==> config.mk <==
export PLATFORM = sky130hd
export DESIGN_NAME = slio_port
export DESIGN_NICKNAME = d
export VERILOG_FILES = /design/src/slio_pkg.sv /design/src/slio_port.sv /design/src/slio_filt.sv
export SDC_FILE = /design/constraint.sdc
export NUM_CORES = 1
export LEC_CHECK = 0
export CORE_MARGIN = 3
export CORE_UTILIZATION = 25
export CTS_BUF_LIST = sky130_fd_sc_hd__clkbuf_16
export CTS_CLUSTER_DIAMETER = 150
export DETAILED_ROUTE_END_ITERATION = 10
export DONT_BUFFER_PORTS = 1
export GPL_ROUTABILITY_DRIVEN = 0
export GPL_TIMING_DRIVEN = 0
export SLEW_MARGIN = 5
export SYNTH_ARGS = -nofsm -noshare
export SYNTH_HDL_FRONTEND = slang
export SYNTH_HIERARCHICAL = 1
export SYNTH_SLANG_ARGS = --single-unit
==> constraint.sdc <==
create_clock -name clk -period 1.95 [get_ports clk]
set_input_delay 0.0975 -clock clk [delete_from_list [all_inputs] [get_ports clk]]
set_output_delay 0.0975 -clock clk [all_outputs]
set_load 0.03 [all_outputs]
==> src/slio_pkg.sv <==
// Purpose: Shared constants and types for the line I/O port block
// Assumes: 250 MHz clk, host commands arrive already deframed
// Notes:   Opcodes are decimal command numbers written in hex

package slio_pkg;

  // ----------------------------------------------------------------
  // Geometry and timing
  // ----------------------------------------------------------------
  localparam int NUM_CH       = 4;
  localparam int CLK_HZ       = 250_000_000;
  localparam int DEB_STEP_MS  = 1;
  localparam int MS_CYCLES    = CLK_HZ / 1000 * DEB_STEP_MS;
  localparam int CHOP_SLOW_HZ = 256_000;
  localparam int CHOP_FAST_10HZ = 29_257;
  localparam int CHOP_SLOW_HALF = CLK_HZ / (2 * CHOP_SLOW_HZ);
  localparam int CHOP_FAST_HALF = CLK_HZ / (2 * CHOP_FAST_10HZ * 10);
  localparam int E1_HALF_US   = 125;
  localparam int E1_HALF_CYCLES = CLK_HZ / 1_000_000 * E1_HALF_US;
  localparam int HW_RST_EDGES = 16;
  localparam int UD_MAX       = 3;

  // ----------------------------------------------------------------
  // Command opcodes
  // ----------------------------------------------------------------
  localparam logic [7:0] OP_CH_EN  = 8'h0E;
  localparam logic [7:0] OP_RD_RT1 = 8'h10;
  localparam logic [7:0] OP_RD_RT2 = 8'h11;
  localparam logic [7:0] OP_WR_OUT = 8'h14;
  localparam logic [7:0] OP_RD_CH  = 8'h15;
  localparam logic [7:0] OP_WR_DIR = 8'h16;
  localparam logic [7:0] OP_DEB    = 8'h2D;
  localparam logic [7:0] OP_SAMP   = 8'h34;

  // ----------------------------------------------------------------
  // Field positions and reset values
  // ----------------------------------------------------------------
  localparam int PIN_W = 5;
  localparam int TIME_W = 4;
  localparam int EN_LSB = 0;
  localparam logic [4:0] RST_DIR  = 5'h00;
  localparam logic [4:0] RST_OUT  = 5'h00;
  localparam logic [3:0] RST_TIME = 4'h0;
  localparam logic [3:0] RST_EN   = 4'h0;

  typedef struct packed {
    logic e;
    logic d;
    logic c;
    logic b;
    logic a;
  } slio_pins_t;

  typedef struct packed {
    logic       valid;
    logic [7:0] op;
    logic [7:0] data;
  } slio_cmd_t;

  typedef enum logic [2:0] {
    CS_IDLE  = 3'b001,
    CS_SEL   = 3'b010,
    CS_ARMED = 3'b100
  } slio_cs_t;

endpackage

==> src/slio_port.sv <==
// Purpose: Four-channel programmable line I/O port with chopper clock
// Assumes: All pin inputs synchronous to clk; commands pre-deframed
// Notes:   Hardware reset from chip select clears all settings

`timescale 1ns/1ns

module slio_port #(
  parameter int MS_CYCLES      = slio_pkg::MS_CYCLES,
  parameter int E1_HALF_CYCLES = slio_pkg::E1_HALF_CYCLES
) (
  // Clock and reset
  input  wire logic                clk,
  input  wire logic                rst_n,
  // Host command port
  input  wire logic                cs_n,
  input  wire logic                host_serial_clock,
  input  wire slio_pkg::slio_cmd_t cmd,
  output logic                     rsp_valid,
  output logic [7:0]               rsp_data,
  // Line interface circuit pins
  input  wire slio_pkg::slio_pins_t [3:0] line_i,
  output slio_pkg::slio_pins_t [3:0]      line_o,
  output slio_pkg::slio_pins_t [3:0]      line_oe,
  // Mode and status
  input  wire logic                pcm_clock_mode,
  input  wire logic                mux_mode_en,
  input  wire logic                chopper_fast_sel,
  input  wire logic [7:0]          int_mask,
  output logic                     regulator_switch_clock,
  output logic                     detector_mux_strobe,
  output logic                     detector_mux_strobe_oe,
  output logic                     int_n
);

  // ----------------------------------------------------------------
  // Chip select tracking and hardware reset
  // ----------------------------------------------------------------
  slio_pkg::slio_cs_t cs_st_q;
  logic [3:0]         host_serial_clock_cnt_q;
  logic               sck_q;
  logic               hw_rst_q;

  wire srst      = !rst_n || hw_rst_q;
  wire host_serial_clock_rise = host_serial_clock && !sck_q;
  wire host_serial_clock_last = host_serial_clock_rise && (host_serial_clock_cnt_q == 4'(slio_pkg::HW_RST_EDGES - 1));
  wire hw_rst_d  = cs_n && (cs_st_q == slio_pkg::CS_ARMED);

  always_ff @(posedge clk) begin
    if (!rst_n) begin
      sck_q    <= 1'b0;
      hw_rst_q <= 1'b0;
    end else begin
      sck_q    <= host_serial_clock;
      hw_rst_q <= hw_rst_d;
    end
  end

  always_ff @(posedge clk) begin
    if (srst) begin
      cs_st_q    <= slio_pkg::CS_IDLE;
      host_serial_clock_cnt_q <= 4'h0;
    end else begin
      unique case (cs_st_q)
        slio_pkg::CS_IDLE: begin
          // A clock rise in the select cycle itself counts too
          host_serial_clock_cnt_q <= (!cs_n && host_serial_clock_rise) ? 4'h1 : 4'h0;
          if (!cs_n) cs_st_q <= slio_pkg::CS_SEL;
        end
        slio_pkg::CS_SEL: begin
          if (cs_n) begin
            cs_st_q <= slio_pkg::CS_IDLE;
          end else if (host_serial_clock_last) begin
            cs_st_q <= slio_pkg::CS_ARMED;
          end else if (host_serial_clock_rise) begin
            host_serial_clock_cnt_q <= host_serial_clock_cnt_q + 4'h1;
          end
        end
        slio_pkg::CS_ARMED: begin
          if (cs_n) cs_st_q <= slio_pkg::CS_IDLE;
        end
        default: cs_st_q <= slio_pkg::CS_IDLE;
      endcase
    end
  end

  // ----------------------------------------------------------------
  // Command decode
  // ----------------------------------------------------------------
  logic [3:0]                   ch_en_q;
  logic [3:0][4:0]              dir_q;
  logic [3:0][4:0]              out_q;
  logic [3:0][3:0]              deb_q;
  logic [3:0][3:0]              samp_q;
  logic [3:0]                   a_f;
  logic [3:0]                   b_f;

  wire cmd_ok  = cmd.valid && !cs_n && !srst;
  wire wr_en   = cmd_ok && (cmd.op == slio_pkg::OP_CH_EN);
  wire wr_out  = cmd_ok && (cmd.op == slio_pkg::OP_WR_OUT);
  wire wr_dir  = cmd_ok && (cmd.op == slio_pkg::OP_WR_DIR);
  wire wr_deb  = cmd_ok && (cmd.op == slio_pkg::OP_DEB);
  wire wr_samp = cmd_ok && (cmd.op == slio_pkg::OP_SAMP);
  wire rd_rt   = cmd_ok && (cmd.op == slio_pkg::OP_RD_RT1 || cmd.op == slio_pkg::OP_RD_RT2);
  wire rd_ch   = cmd_ok && (cmd.op == slio_pkg::OP_RD_CH);

  // Lowest enabled channel answers a per-channel read
  wire [1:0] ch_sel = ch_en_q[0] ? 2'h0 : ch_en_q[1] ? 2'h1 : ch_en_q[2] ? 2'h2 : 2'h3;
  wire       ch_any = |ch_en_q;
  wire slio_pkg::slio_pins_t sel_pins = line_i[ch_sel];
  wire [7:0] ch_word = {3'h0, sel_pins.e, sel_pins.d, sel_pins.c, b_f[ch_sel], a_f[ch_sel]};
  wire [7:0] rt_word = {b_f, a_f};

  always_ff @(posedge clk) begin
    if (srst) begin
      ch_en_q <= slio_pkg::RST_EN;
    end else if (wr_en) begin
      ch_en_q <= cmd.data[slio_pkg::EN_LSB +: slio_pkg::NUM_CH];
    end
  end

  always_ff @(posedge clk) begin
    if (srst) begin
      rsp_valid <= 1'b0;
      rsp_data  <= 8'h00;
    end else begin
      rsp_valid <= rd_rt || rd_ch;
      if (rd_rt) begin
        rsp_data <= rt_word;
      end else if (rd_ch) begin
        rsp_data <= ch_any ? ch_word : 8'h00;
      end
    end
  end

  // ----------------------------------------------------------------
  // Millisecond tick and detector strobe
  // ----------------------------------------------------------------
  logic [17:0] ms_cnt_q;
  logic [14:0] e1_cnt_q;
  logic        ms_tick_q;
  logic [3:0]  hook_q;
  logic [3:0]  gkey_q;

  wire ms_wrap = ms_cnt_q == 18'(MS_CYCLES - 1);
  wire e1_wrap = e1_cnt_q == 15'(E1_HALF_CYCLES - 1);
  wire mux_act = mux_mode_en && pcm_clock_mode;

  always_ff @(posedge clk) begin
    if (srst) begin
      ms_cnt_q  <= 18'h00000;
      ms_tick_q <= 1'b0;
    end else begin
      ms_cnt_q  <= ms_wrap ? 18'h00000 : ms_cnt_q + 18'h00001;
      ms_tick_q <= ms_wrap;
    end
  end

  // Strobe phase high samples hook, low samples ground key
  always_ff @(posedge clk) begin
    if (srst) begin
      e1_cnt_q               <= 15'h0000;
      detector_mux_strobe    <= 1'b0;
      detector_mux_strobe_oe <= 1'b0;
    end else begin
      detector_mux_strobe_oe <= pcm_clock_mode;
      if (!pcm_clock_mode) begin
        e1_cnt_q            <= 15'h0000;
        detector_mux_strobe <= 1'b0;
      end else if (e1_wrap) begin
        e1_cnt_q            <= 15'h0000;
        detector_mux_strobe <= !detector_mux_strobe;
      end else begin
        e1_cnt_q <= e1_cnt_q + 15'h0001;
      end
    end
  end

  // ----------------------------------------------------------------
  // Per-channel pins, demux and filters
  // ----------------------------------------------------------------
  genvar g;
  generate
    for (g = 0; g < slio_pkg::NUM_CH; g++) begin : g_ch
      wire en_g = ch_en_q[g];
      wire raw_a = mux_act ? hook_q[g] : line_i[g].a;
      wire raw_b = mux_act ? gkey_q[g] : line_i[g].b;

      always_ff @(posedge clk) begin
        if (srst) begin
          dir_q[g]  <= slio_pkg::RST_DIR;
          out_q[g]  <= slio_pkg::RST_OUT;
          deb_q[g]  <= slio_pkg::RST_TIME;
          samp_q[g] <= slio_pkg::RST_TIME;
        end else if (en_g) begin
          if (wr_dir) dir_q[g] <= cmd.data[slio_pkg::PIN_W-1:0];
          if (wr_out) out_q[g] <= cmd.data[slio_pkg::PIN_W-1:0];
          if (wr_deb) deb_q[g] <= cmd.data[slio_pkg::TIME_W-1:0];
          if (wr_samp) samp_q[g] <= cmd.data[slio_pkg::TIME_W-1:0];
        end
      end

      always_ff @(posedge clk) begin
        if (srst) begin
          hook_q[g] <= 1'b0;
          gkey_q[g] <= 1'b0;
        end else if (mux_act && e1_wrap) begin
          if (detector_mux_strobe) hook_q[g] <= line_i[g].a;
          else gkey_q[g] <= line_i[g].a;
        end
      end

      always_ff @(posedge clk) begin
        if (srst) begin
          line_o[g]  <= '0;
          line_oe[g] <= '0;
        end else begin
          line_o[g]  <= out_q[g];
          line_oe[g] <= dir_q[g];
        end
      end

      slio_filt u_filt (
        .clk     (clk),
        .srst    (srst),
        .ms_tick (ms_tick_q),
        .deb_ms  (deb_q[g]),
        .samp_ms (samp_q[g]),
        .raw_a   (raw_a),
        .raw_b   (raw_b),
        .a_q     (a_f[g]),
        .b_q     (b_f[g])
      );
    end
  endgenerate

  // ----------------------------------------------------------------
  // Chopper clock: free-running divider, phase arbitrary
  // ----------------------------------------------------------------
  logic [8:0] chop_cnt_q;
  wire [8:0] chop_half = chopper_fast_sel ? 9'(slio_pkg::CHOP_FAST_HALF - 1)
                                          : 9'(slio_pkg::CHOP_SLOW_HALF - 1);

  always_ff @(posedge clk) begin
    if (srst) begin
      chop_cnt_q             <= 9'h000;
      regulator_switch_clock <= 1'b0;
    end else if (chop_cnt_q == 9'h000) begin
      chop_cnt_q             <= chop_half;
      regulator_switch_clock <= !regulator_switch_clock;
    end else begin
      chop_cnt_q <= chop_cnt_q - 9'h001;
    end
  end

  // ----------------------------------------------------------------
  // Interrupt on real-time bit change; set beats read clear
  // ----------------------------------------------------------------
  logic [7:0] rt_q;
  wire        rt_chg = |((rt_word ^ rt_q) & ~int_mask);

  always_ff @(posedge clk) begin
    if (srst) begin
      rt_q  <= 8'h00;
      int_n <= 1'b1;
    end else begin
      rt_q  <= rt_word;
      int_n <= !(rt_chg || (!int_n && !rd_rt));
    end
  end
endmodule

==> src/slio_filt.sv <==
// Purpose: Debounce of first input and up/down filter of second input
// Assumes: ms_tick is a one-cycle pulse each millisecond
// Notes:   Zero time passes the raw level straight through

`timescale 1ns/1ns

module slio_filt (
  // Clock and reset
  input  wire logic       clk,
  input  wire logic       srst,
  input  wire logic       ms_tick,
  // Settings
  input  wire logic [3:0] deb_ms,
  input  wire logic [3:0] samp_ms,
  // Raw and filtered bits
  input  wire logic       raw_a,
  input  wire logic       raw_b,
  output logic            a_q,
  output logic            b_q
);

  logic [3:0] deb_cnt_q;
  logic [3:0] samp_cnt_q;
  logic [1:0] ud_q;

  wire       a_diff   = raw_a != a_q;
  wire [3:0] deb_next = deb_cnt_q + 4'h1;
  // One tick beyond the count: the first tick may fall mid-millisecond
  wire       deb_done = ms_tick && (deb_cnt_q == deb_ms);
  wire [3:0] samp_next = samp_cnt_q + 4'h1;
  wire       sample   = ms_tick && (samp_next >= samp_ms);
  wire [1:0] ud_up    = (ud_q == 2'(slio_pkg::UD_MAX)) ? ud_q : ud_q + 2'h1;
  wire [1:0] ud_dn    = (ud_q == 2'h0) ? ud_q : ud_q - 2'h1;
  wire [1:0] ud_new   = raw_b ? ud_up : ud_dn;

  // ----------------------------------------------------------------
  // Debounce: counter restarts whenever raw agrees again
  // ----------------------------------------------------------------
  always_ff @(posedge clk) begin
    if (srst) begin
      deb_cnt_q <= slio_pkg::RST_TIME;
      a_q       <= 1'b0;
    end else if (!a_diff) begin
      deb_cnt_q <= 4'h0;
    end else if (deb_ms == 4'h0) begin
      a_q <= raw_a;
    end else if (deb_done) begin
      a_q       <= raw_a;
      deb_cnt_q <= 4'h0;
    end else if (ms_tick) begin
      deb_cnt_q <= deb_next;
    end
  end

  // ----------------------------------------------------------------
  // Up/down counter filter, output flips only at the rails
  // ----------------------------------------------------------------
  always_ff @(posedge clk) begin
    if (srst) begin
      samp_cnt_q <= slio_pkg::RST_TIME;
      ud_q       <= 2'h0;
      b_q        <= 1'b0;
    end else if (samp_ms == 4'h0) begin
      b_q <= raw_b;
    end else if (sample) begin
      samp_cnt_q <= 4'h0;
      ud_q       <= ud_new;
      if (ud_new == 2'(slio_pkg::UD_MAX)) begin
        b_q <= 1'b1;
      end else if (ud_new == 2'h0) begin
        b_q <= 1'b0;
      end
    end else if (ms_tick) begin
      samp_cnt_q <= samp_next;
    end
  end

endmodule

# Word level (Yosys, flattened, before mapping)

Cells that the tools add are included.

Bits in registers: 245
Input bits: 52
Output and inout bits: 53
Logic and storage cells: 387

Add/subtract/negate cells: 20
$lt $le $gt $ge: 5
Eq/ne operators: 36
Muxes and demuxes: 84
Bitwise logic cells: 17
Reductions and logical operators: 125

Operators by type and width:

| operator              | count |
|---|---|
| $mux 4                | 19 |
| $reduce_and 2->1      | 38 |
| $eq 8x5->1 const B    | 5 |
| $add 4x1->4 const B   | 9 |
| $mux 1                | 36 |
| $reduce_bool 2->1     | 18 |
| $logic_not 4->1       | 8 |
| $mux 2                | 14 |
| $logic_and 1x1->1     | 24 |
| $add 18x1->18 const B | 1 |
| $eq 18x18->1 const B  | 1 |
| $eq 2x2->1 const B    | 8 |
| $eq 4x4->1            | 4 |
| $eq 8x6->1 const B    | 2 |
| $ge 4x4->1            | 4 |
| $logic_not 2->1       | 8 |
| $mux 8                | 2 |
| $add 15x1->15 const B | 1 |
| $eq 15x15->1 const B  | 1 |
| $not 1->1             | 14 |
| $mux 3                | 4 |
| $reduce_bool 3->1     | 4 |
| $reduce_or 2->1       | 6 |
| $bmux 5 s2            | 1 |
| other kinds (29)      | 55 |

# Depth between registers and ports, before layout

Depth in word-level cells: 9
Gate-level depth with buffers: 9
Depth with buffers taken out: 8

# Cells and area by module

The synthesis kept the hierarchy.

Modules (own cells, without submodules):

| module    | times used | cells an instance | area each (um2) | sequential area each (um2) |
|---|---|---|---|---|
| slio_port | 1          | 808               | 7,609.8         | 3,943.8 |
| slio_filt | 4          | 94                | 793.3           | 240.2 |

# Worst setup path after synthesis

Ideal clock, no wire load.

Path type: register to register
Start point: register g_ch[0].u_filt.samp_cnt_q[0]
End point: register g_ch[0].u_filt.b_q
Arrival time: 1,794 ps
Required time: 1,876 ps
Slack: 81 ps
Cell stages (with the launch flop): 9
Path buffers: 0
Period minus slack after synthesis: 1,869 ps
Path through: dfxtp_1 > ha_1 > xor2_1 > ha_1 > o21ai_0 > nand2b_1 > nand2_1 > or3_1 > a31oi_1

Word-level cells in the longest chain between the ends: 5

RTL lines:

| element                     | RTL line        | RTL |
|---|---|---|
| start: declaration          | slio_filt.sv:23 | `logic [3:0] samp_cnt_q;` |
| start signal: assignment    | slio_filt.sv:60 | `samp_cnt_q <= slio_pkg::RST_TIME;` |
| start signal: assignment    | slio_filt.sv:74 | `samp_cnt_q <= samp_next;` |
| $add 4x1->4                 | slio_filt.sv:30 | `wire [3:0] samp_next = samp_cnt_q + 4'h1;` |
| $ge 4x4->1                  | slio_filt.sv:31 | `wire sample = ms_tick && (samp_next >= samp_ms);` |
| $logic_and 1x1->1           | slio_filt.sv:31 |  |
| $reduce_bool 2->1 (no line) | -               |  |
| $reduce_and 2->1 (no line)  | -               |  |
| end signal: assignment      | slio_filt.sv:64 | `b_q <= raw_b;` |
| end: declaration            | slio_filt.sv:19 | `output logic b_q` |

Every way passes these cells.
A chain may end at the register's enable or synchronous reset.

# Worst setup path after layout

Start point: register g_ch[2].u_filt.samp_cnt_q[2]
End point: register g_ch[2].u_filt.ud_q[0]

Word-level cells in the longest chain between the ends: 4

RTL lines:

| element                    | RTL line        | RTL |
|---|---|---|
| start: declaration         | slio_filt.sv:23 |  |
| start signal: assignment   | slio_filt.sv:60 |  |
| start signal: assignment   | slio_filt.sv:74 |  |
| $add 4x1->4                | slio_filt.sv:30 |  |
| $ge 4x4->1                 | slio_filt.sv:31 |  |
| $logic_and 1x1->1          | slio_filt.sv:31 |  |
| $reduce_and 2->1 (no line) | -               |  |
| end signal: assignment     | slio_filt.sv:67 | `ud_q <= ud_new;` |
| end: declaration           | slio_filt.sv:24 | `logic [1:0] ud_q;` |

Every way passes these cells.

==> flow_metrics.py <==
metrics = {
    "logic_synthesis": {
        "synthTopCellsByCount": "245 x dfxtp_1, 150 x nand2_1, 94 x inv_1, 85 x mux2i_1, 84 x nor2_1",
        "syn_nets": 1265,
        "yosys.area.top_type_share_pct": 45.5,
        "synthTopCellsByArea": "dfxtp_1 45%, mux2i_1 7.9%, nand2_1 5.2%, ha_1 3.4%, inv_1 3.3%",
        "syn_area_per_cell_um2": 9.11,
        "synth_area_um2": 10800,
        "synth-seq-cells": 245,
        "ys_types": 63,
        "async_flop_share_pct": 0,
        "synth_most_common_cell": "dfxtp_1",
        "syn_inst": 1184,
        "synth_top_area_cell": "dfxtp_1",
        "synth_enable_flop_cells": 0,
        "yosysWarnings": 6,
        "ys_seq_area_share_pct": 45.5,
        "synth_ff_type": "dfxtp_1",
    },
    "floorplanning": {
        "initial_core_util_pct": 25.5,
        "design.portCount": 105,
        "rows": 75,
        "die_y_um": 214,
        "fp.dieArea_um2": 45700,
        "coreArea_um2": 42300,
        "die_w_um": 214,
    },
    "grt": {
        "grt_pass1_wl_um": 43800,
        "grt.total_usage_pct": 11.8,
        "grt_start_max_net_pins": 33,
        "antenna_found_initial": 2,
        "grt_pass1_vias": 8373,
        "grt_overflow": 0,
    },
    "setup_path": {
        "path_cells": "nand3_2 -> xnor2_2 -> ha_1 -> a2111o_1 -> buf_6 -> nand3_4 -> mux2i_1 -> a21oi_2",
        "worst_ep_arrival_time_ps": 2410,
        "crit_required_ps": 2400,
        "crit_buf_inv": 1,
        "start_kind": "flip-flop",
        "critPathMaxStageDelay_ps": 470,
        "worstSetupEndpointType": "flip-flop",
        "crit_type": "reg2reg",
        "cp.depth": 8,
        "crit_fanout": 4,
        "critPathTopFamily": "compound AO/OA/AOI/OAI gates",
        "cpMaxStageDelayCell": "a2111o_1",
        "reg2regPathDepth": 8,
    },
    "detailed_routing": {
        "via_count": 8618,
        "drtPass1Iterations": 5,
        "ant_nets": 0,
        "vias_per_cell": 4.63,
        "drcViolationCount": 0,
        "drt_iter0_drc": 487,
        "routedWlPerCell_um": 15.2,
        "drt_wl_total_um": 28300,
    },
    "power_and_ir_drop": {
        "power.share.clock_pct": 45.9,
        "powerDensity_nw_per_um2": 842,
        "p_leak_nw": 5.39,
        "pwr-share-seq_pct": 47.1,
        "p_switching_mw": 2.75,
        "combPwrFrac_pct": 7.0,
        "ir_drop_mv": 0.658,
        "p_int_mw": 8.35,
        "switching_share_pct": 24.8,
    },
    "placement": {
        "io_buffers": 0,
        "dp.cells": 1761,
        "post-dp-hpwl_um": 20000,
    },
    "worst_hold_path": {
        "hold_depth": 4,
        "worst_hold_path_type": "in2reg",
    },
    "final_layout": {
        "fin_nets": 1343,
        "n_fill_cell": 4393,
        "multi_input_area_um2": 5620,
        "seqCellArea_um2": 4940,
        "syn2layout_area_growth_pct": 22.2,
        "finalNonFillerCells": 1860,
        "layout-drive-gt1-share_pct": 14.7,
        "n_antenna_cell": 0,
    },
    "sta": {
        "rsz0062_at_grt": "true",
        "slew_violations": 0,
        "worst_pin_slew_ps": 1270,
        "tns_ps": -9.90,
        "slew_headroom_pct": 14.1,
        "max_freq_mhz": 510,
        "post-route-period-util_pct": 101,
        "hold_viol": 0,
        "setup_violations": 1,
        "fin_crit_ps": 1960,
        "timing.final.ws_setup_ps": -9.90,
        "fin_skew_ps": 19.5,
    },
    "cts": {
        "clk_latency_ps": 560,
        "cts-root-buf": "clkbuf_16",
        "cts_buffer_depth": 3,
        "numCtsBuffers": 28,
        "cts_sinks": 245,
        "path_clk_slew_ps": 60,
        "htreeDepth": 1,
        "cts_tree": "done",
    },
    "status": {
        "status": "complete, but fails checks",
        "violations": "negative setup slack",
    },
    "flow_run": {
        "maxCapViolCount": 0,
    },
}
[area by class of cell]
type	count	share of cell area, %
Multi-Input combinational cell	806	42.6
Tap cell	577	5.48
Timing Repair Buffer	49	3.43
Inverter	95	2.71
Sequential cell	245	37.5
Buffer	37	1.43
Clock inverter	23	1.53
Clock buffer	28	5.32
[flip-flops by register name, indices dropped and copies added (netlist names), 16 cells and up]
| name | count |
|---|---|
| ms_cnt_q | 18 |
| deb_q | 16 |
| samp_q | 16 |
| line_o | 20 |
| dir_q | 20 |
| line_oe | 20 |
| g_ch.u_filt/deb_cnt_q | 16 |
| out_q | 20 |
| g_ch.u_filt/samp_cnt_q | 16 |
[logic make-up (layout without fill, tap and decap cells)]
kind of cell | count (synthesis) | count (layout) | share of synthesized area [%]
multiplexers | 89 | 89 | 8.31
AO/OA/AOI/OAI | 166 | 166 | 10.1
XOR/XNOR | 62 | 62 | 5.04
flip-flops | 245 | 245 | 45.5
buffers and inverters | 133 | 232 | 4.93
AND/OR/NAND/NOR | 460 | 460 | 22.8
adder cells (fa/ha/maj) | 29 | 29 | 3.37
[routing by layer]
| layer | up-vias | share of wire, % | wire (um) | global-route usage, % |
|---|---|---|---|---|
| li1 | 4276 | - | - | - |
| met1 | 4146 | 45 | 12800 | 15.1 |
| met2 | 144 | 47 | 13400 | 20.0 |
| met3 | 48 | 4.6 | 1300 | 2.66 |
| met4 | 4 | 2.6 | 741 | 3.60 |
| met5 | - | 0.053 | 15 | 0 |
[power by group through the flow]
stage               Combinational (mW)  Sequential [mW]  Clock (mW)
floorplan                        0.506             5.31           0
global placement                 0.648             5.34           0
detailed placement               0.665             5.34           0
CTS                              0.730             5.23        5.19
global route                     0.878             5.24        5.41
finish                           0.779             5.22        5.09
[path summary, 6_finish.rpt]
check | startpoint | endpoint | slack, ps
worst min register to register | out_q[0] | line_o[0] | 430
worst max-delay path | g_ch[2].u_filt/samp_cnt_q[2] | g_ch[2].u_filt/ud_q[0] | -10
worst min-delay path | line_i[16] | g_ch[3].u_filt/ud_q[1] | 7
worst max register to register | g_ch[2].u_filt/samp_cnt_q[2] | g_ch[2].u_filt/ud_q[0] | -10
[worst reg2reg max path, delay by kind of cell, from the launching register on]
| family | cells | cell delay (ps) |
|---|---|---|
| AND/OR/NAND/NOR | 2 | 170 |
| adder cells (fa/ha/maj) | 1 | 200 |
| buffers and inverters | 1 | 160 |
| AO/OA/AOI/OAI | 2 | 540 |
| flip-flops | 1 | 390 |
| multiplexers | 1 | 230 |
| XOR/XNOR | 1 | 170 |
[layout by cell type, fill, tap and decap left out, types with 23 or more instances in the layout]
cell,synthesis,layout
xnor2_1,38,34
inv_1,94,98
nand4_1,23,23
dfxtp_1,245,232
mux2i_1,85,83
nand2_1,150,142
nor2_1,84,84
a21oi_1,45,44
dlygate4sd3_1,0,27
nand3_1,61,57
clkbuf_16,0,28
o21ai_0,43,39
[metrics by stage]
step / worst slack (ps) / hold slack (ps) / cell area [um^2] / total power [mW] / util [%]
6_report: -9.90 / 7.30 / 13200 / 11.1 / 31.1
2_1_floorplan: 81.4 / 176 / 10800 / 5.82 / -
3_3_place_gp: -538 / 179 / 11500 / 5.98 / 27.2
3_5_place_dp: -610 / 188 / 11500 / 6.01 / 27.2
4_1_cts: 3.76 / 2.70 / 12900 / 11.2 / 30.4
5_1_grt: -83.5 / 10.0 / 13200 / 11.5 / 31.1
[what timing repair did]
item,4_1_cts,5_1_grt
endpoints found under the hold margin,57,0
hold buffers,28,0
resized for setup,32,57
setup buffers,11,10
pin swaps,8,21
setup endpoints to repair,149,94
cloned,0,1
Power figures use the tool's default switching activity.
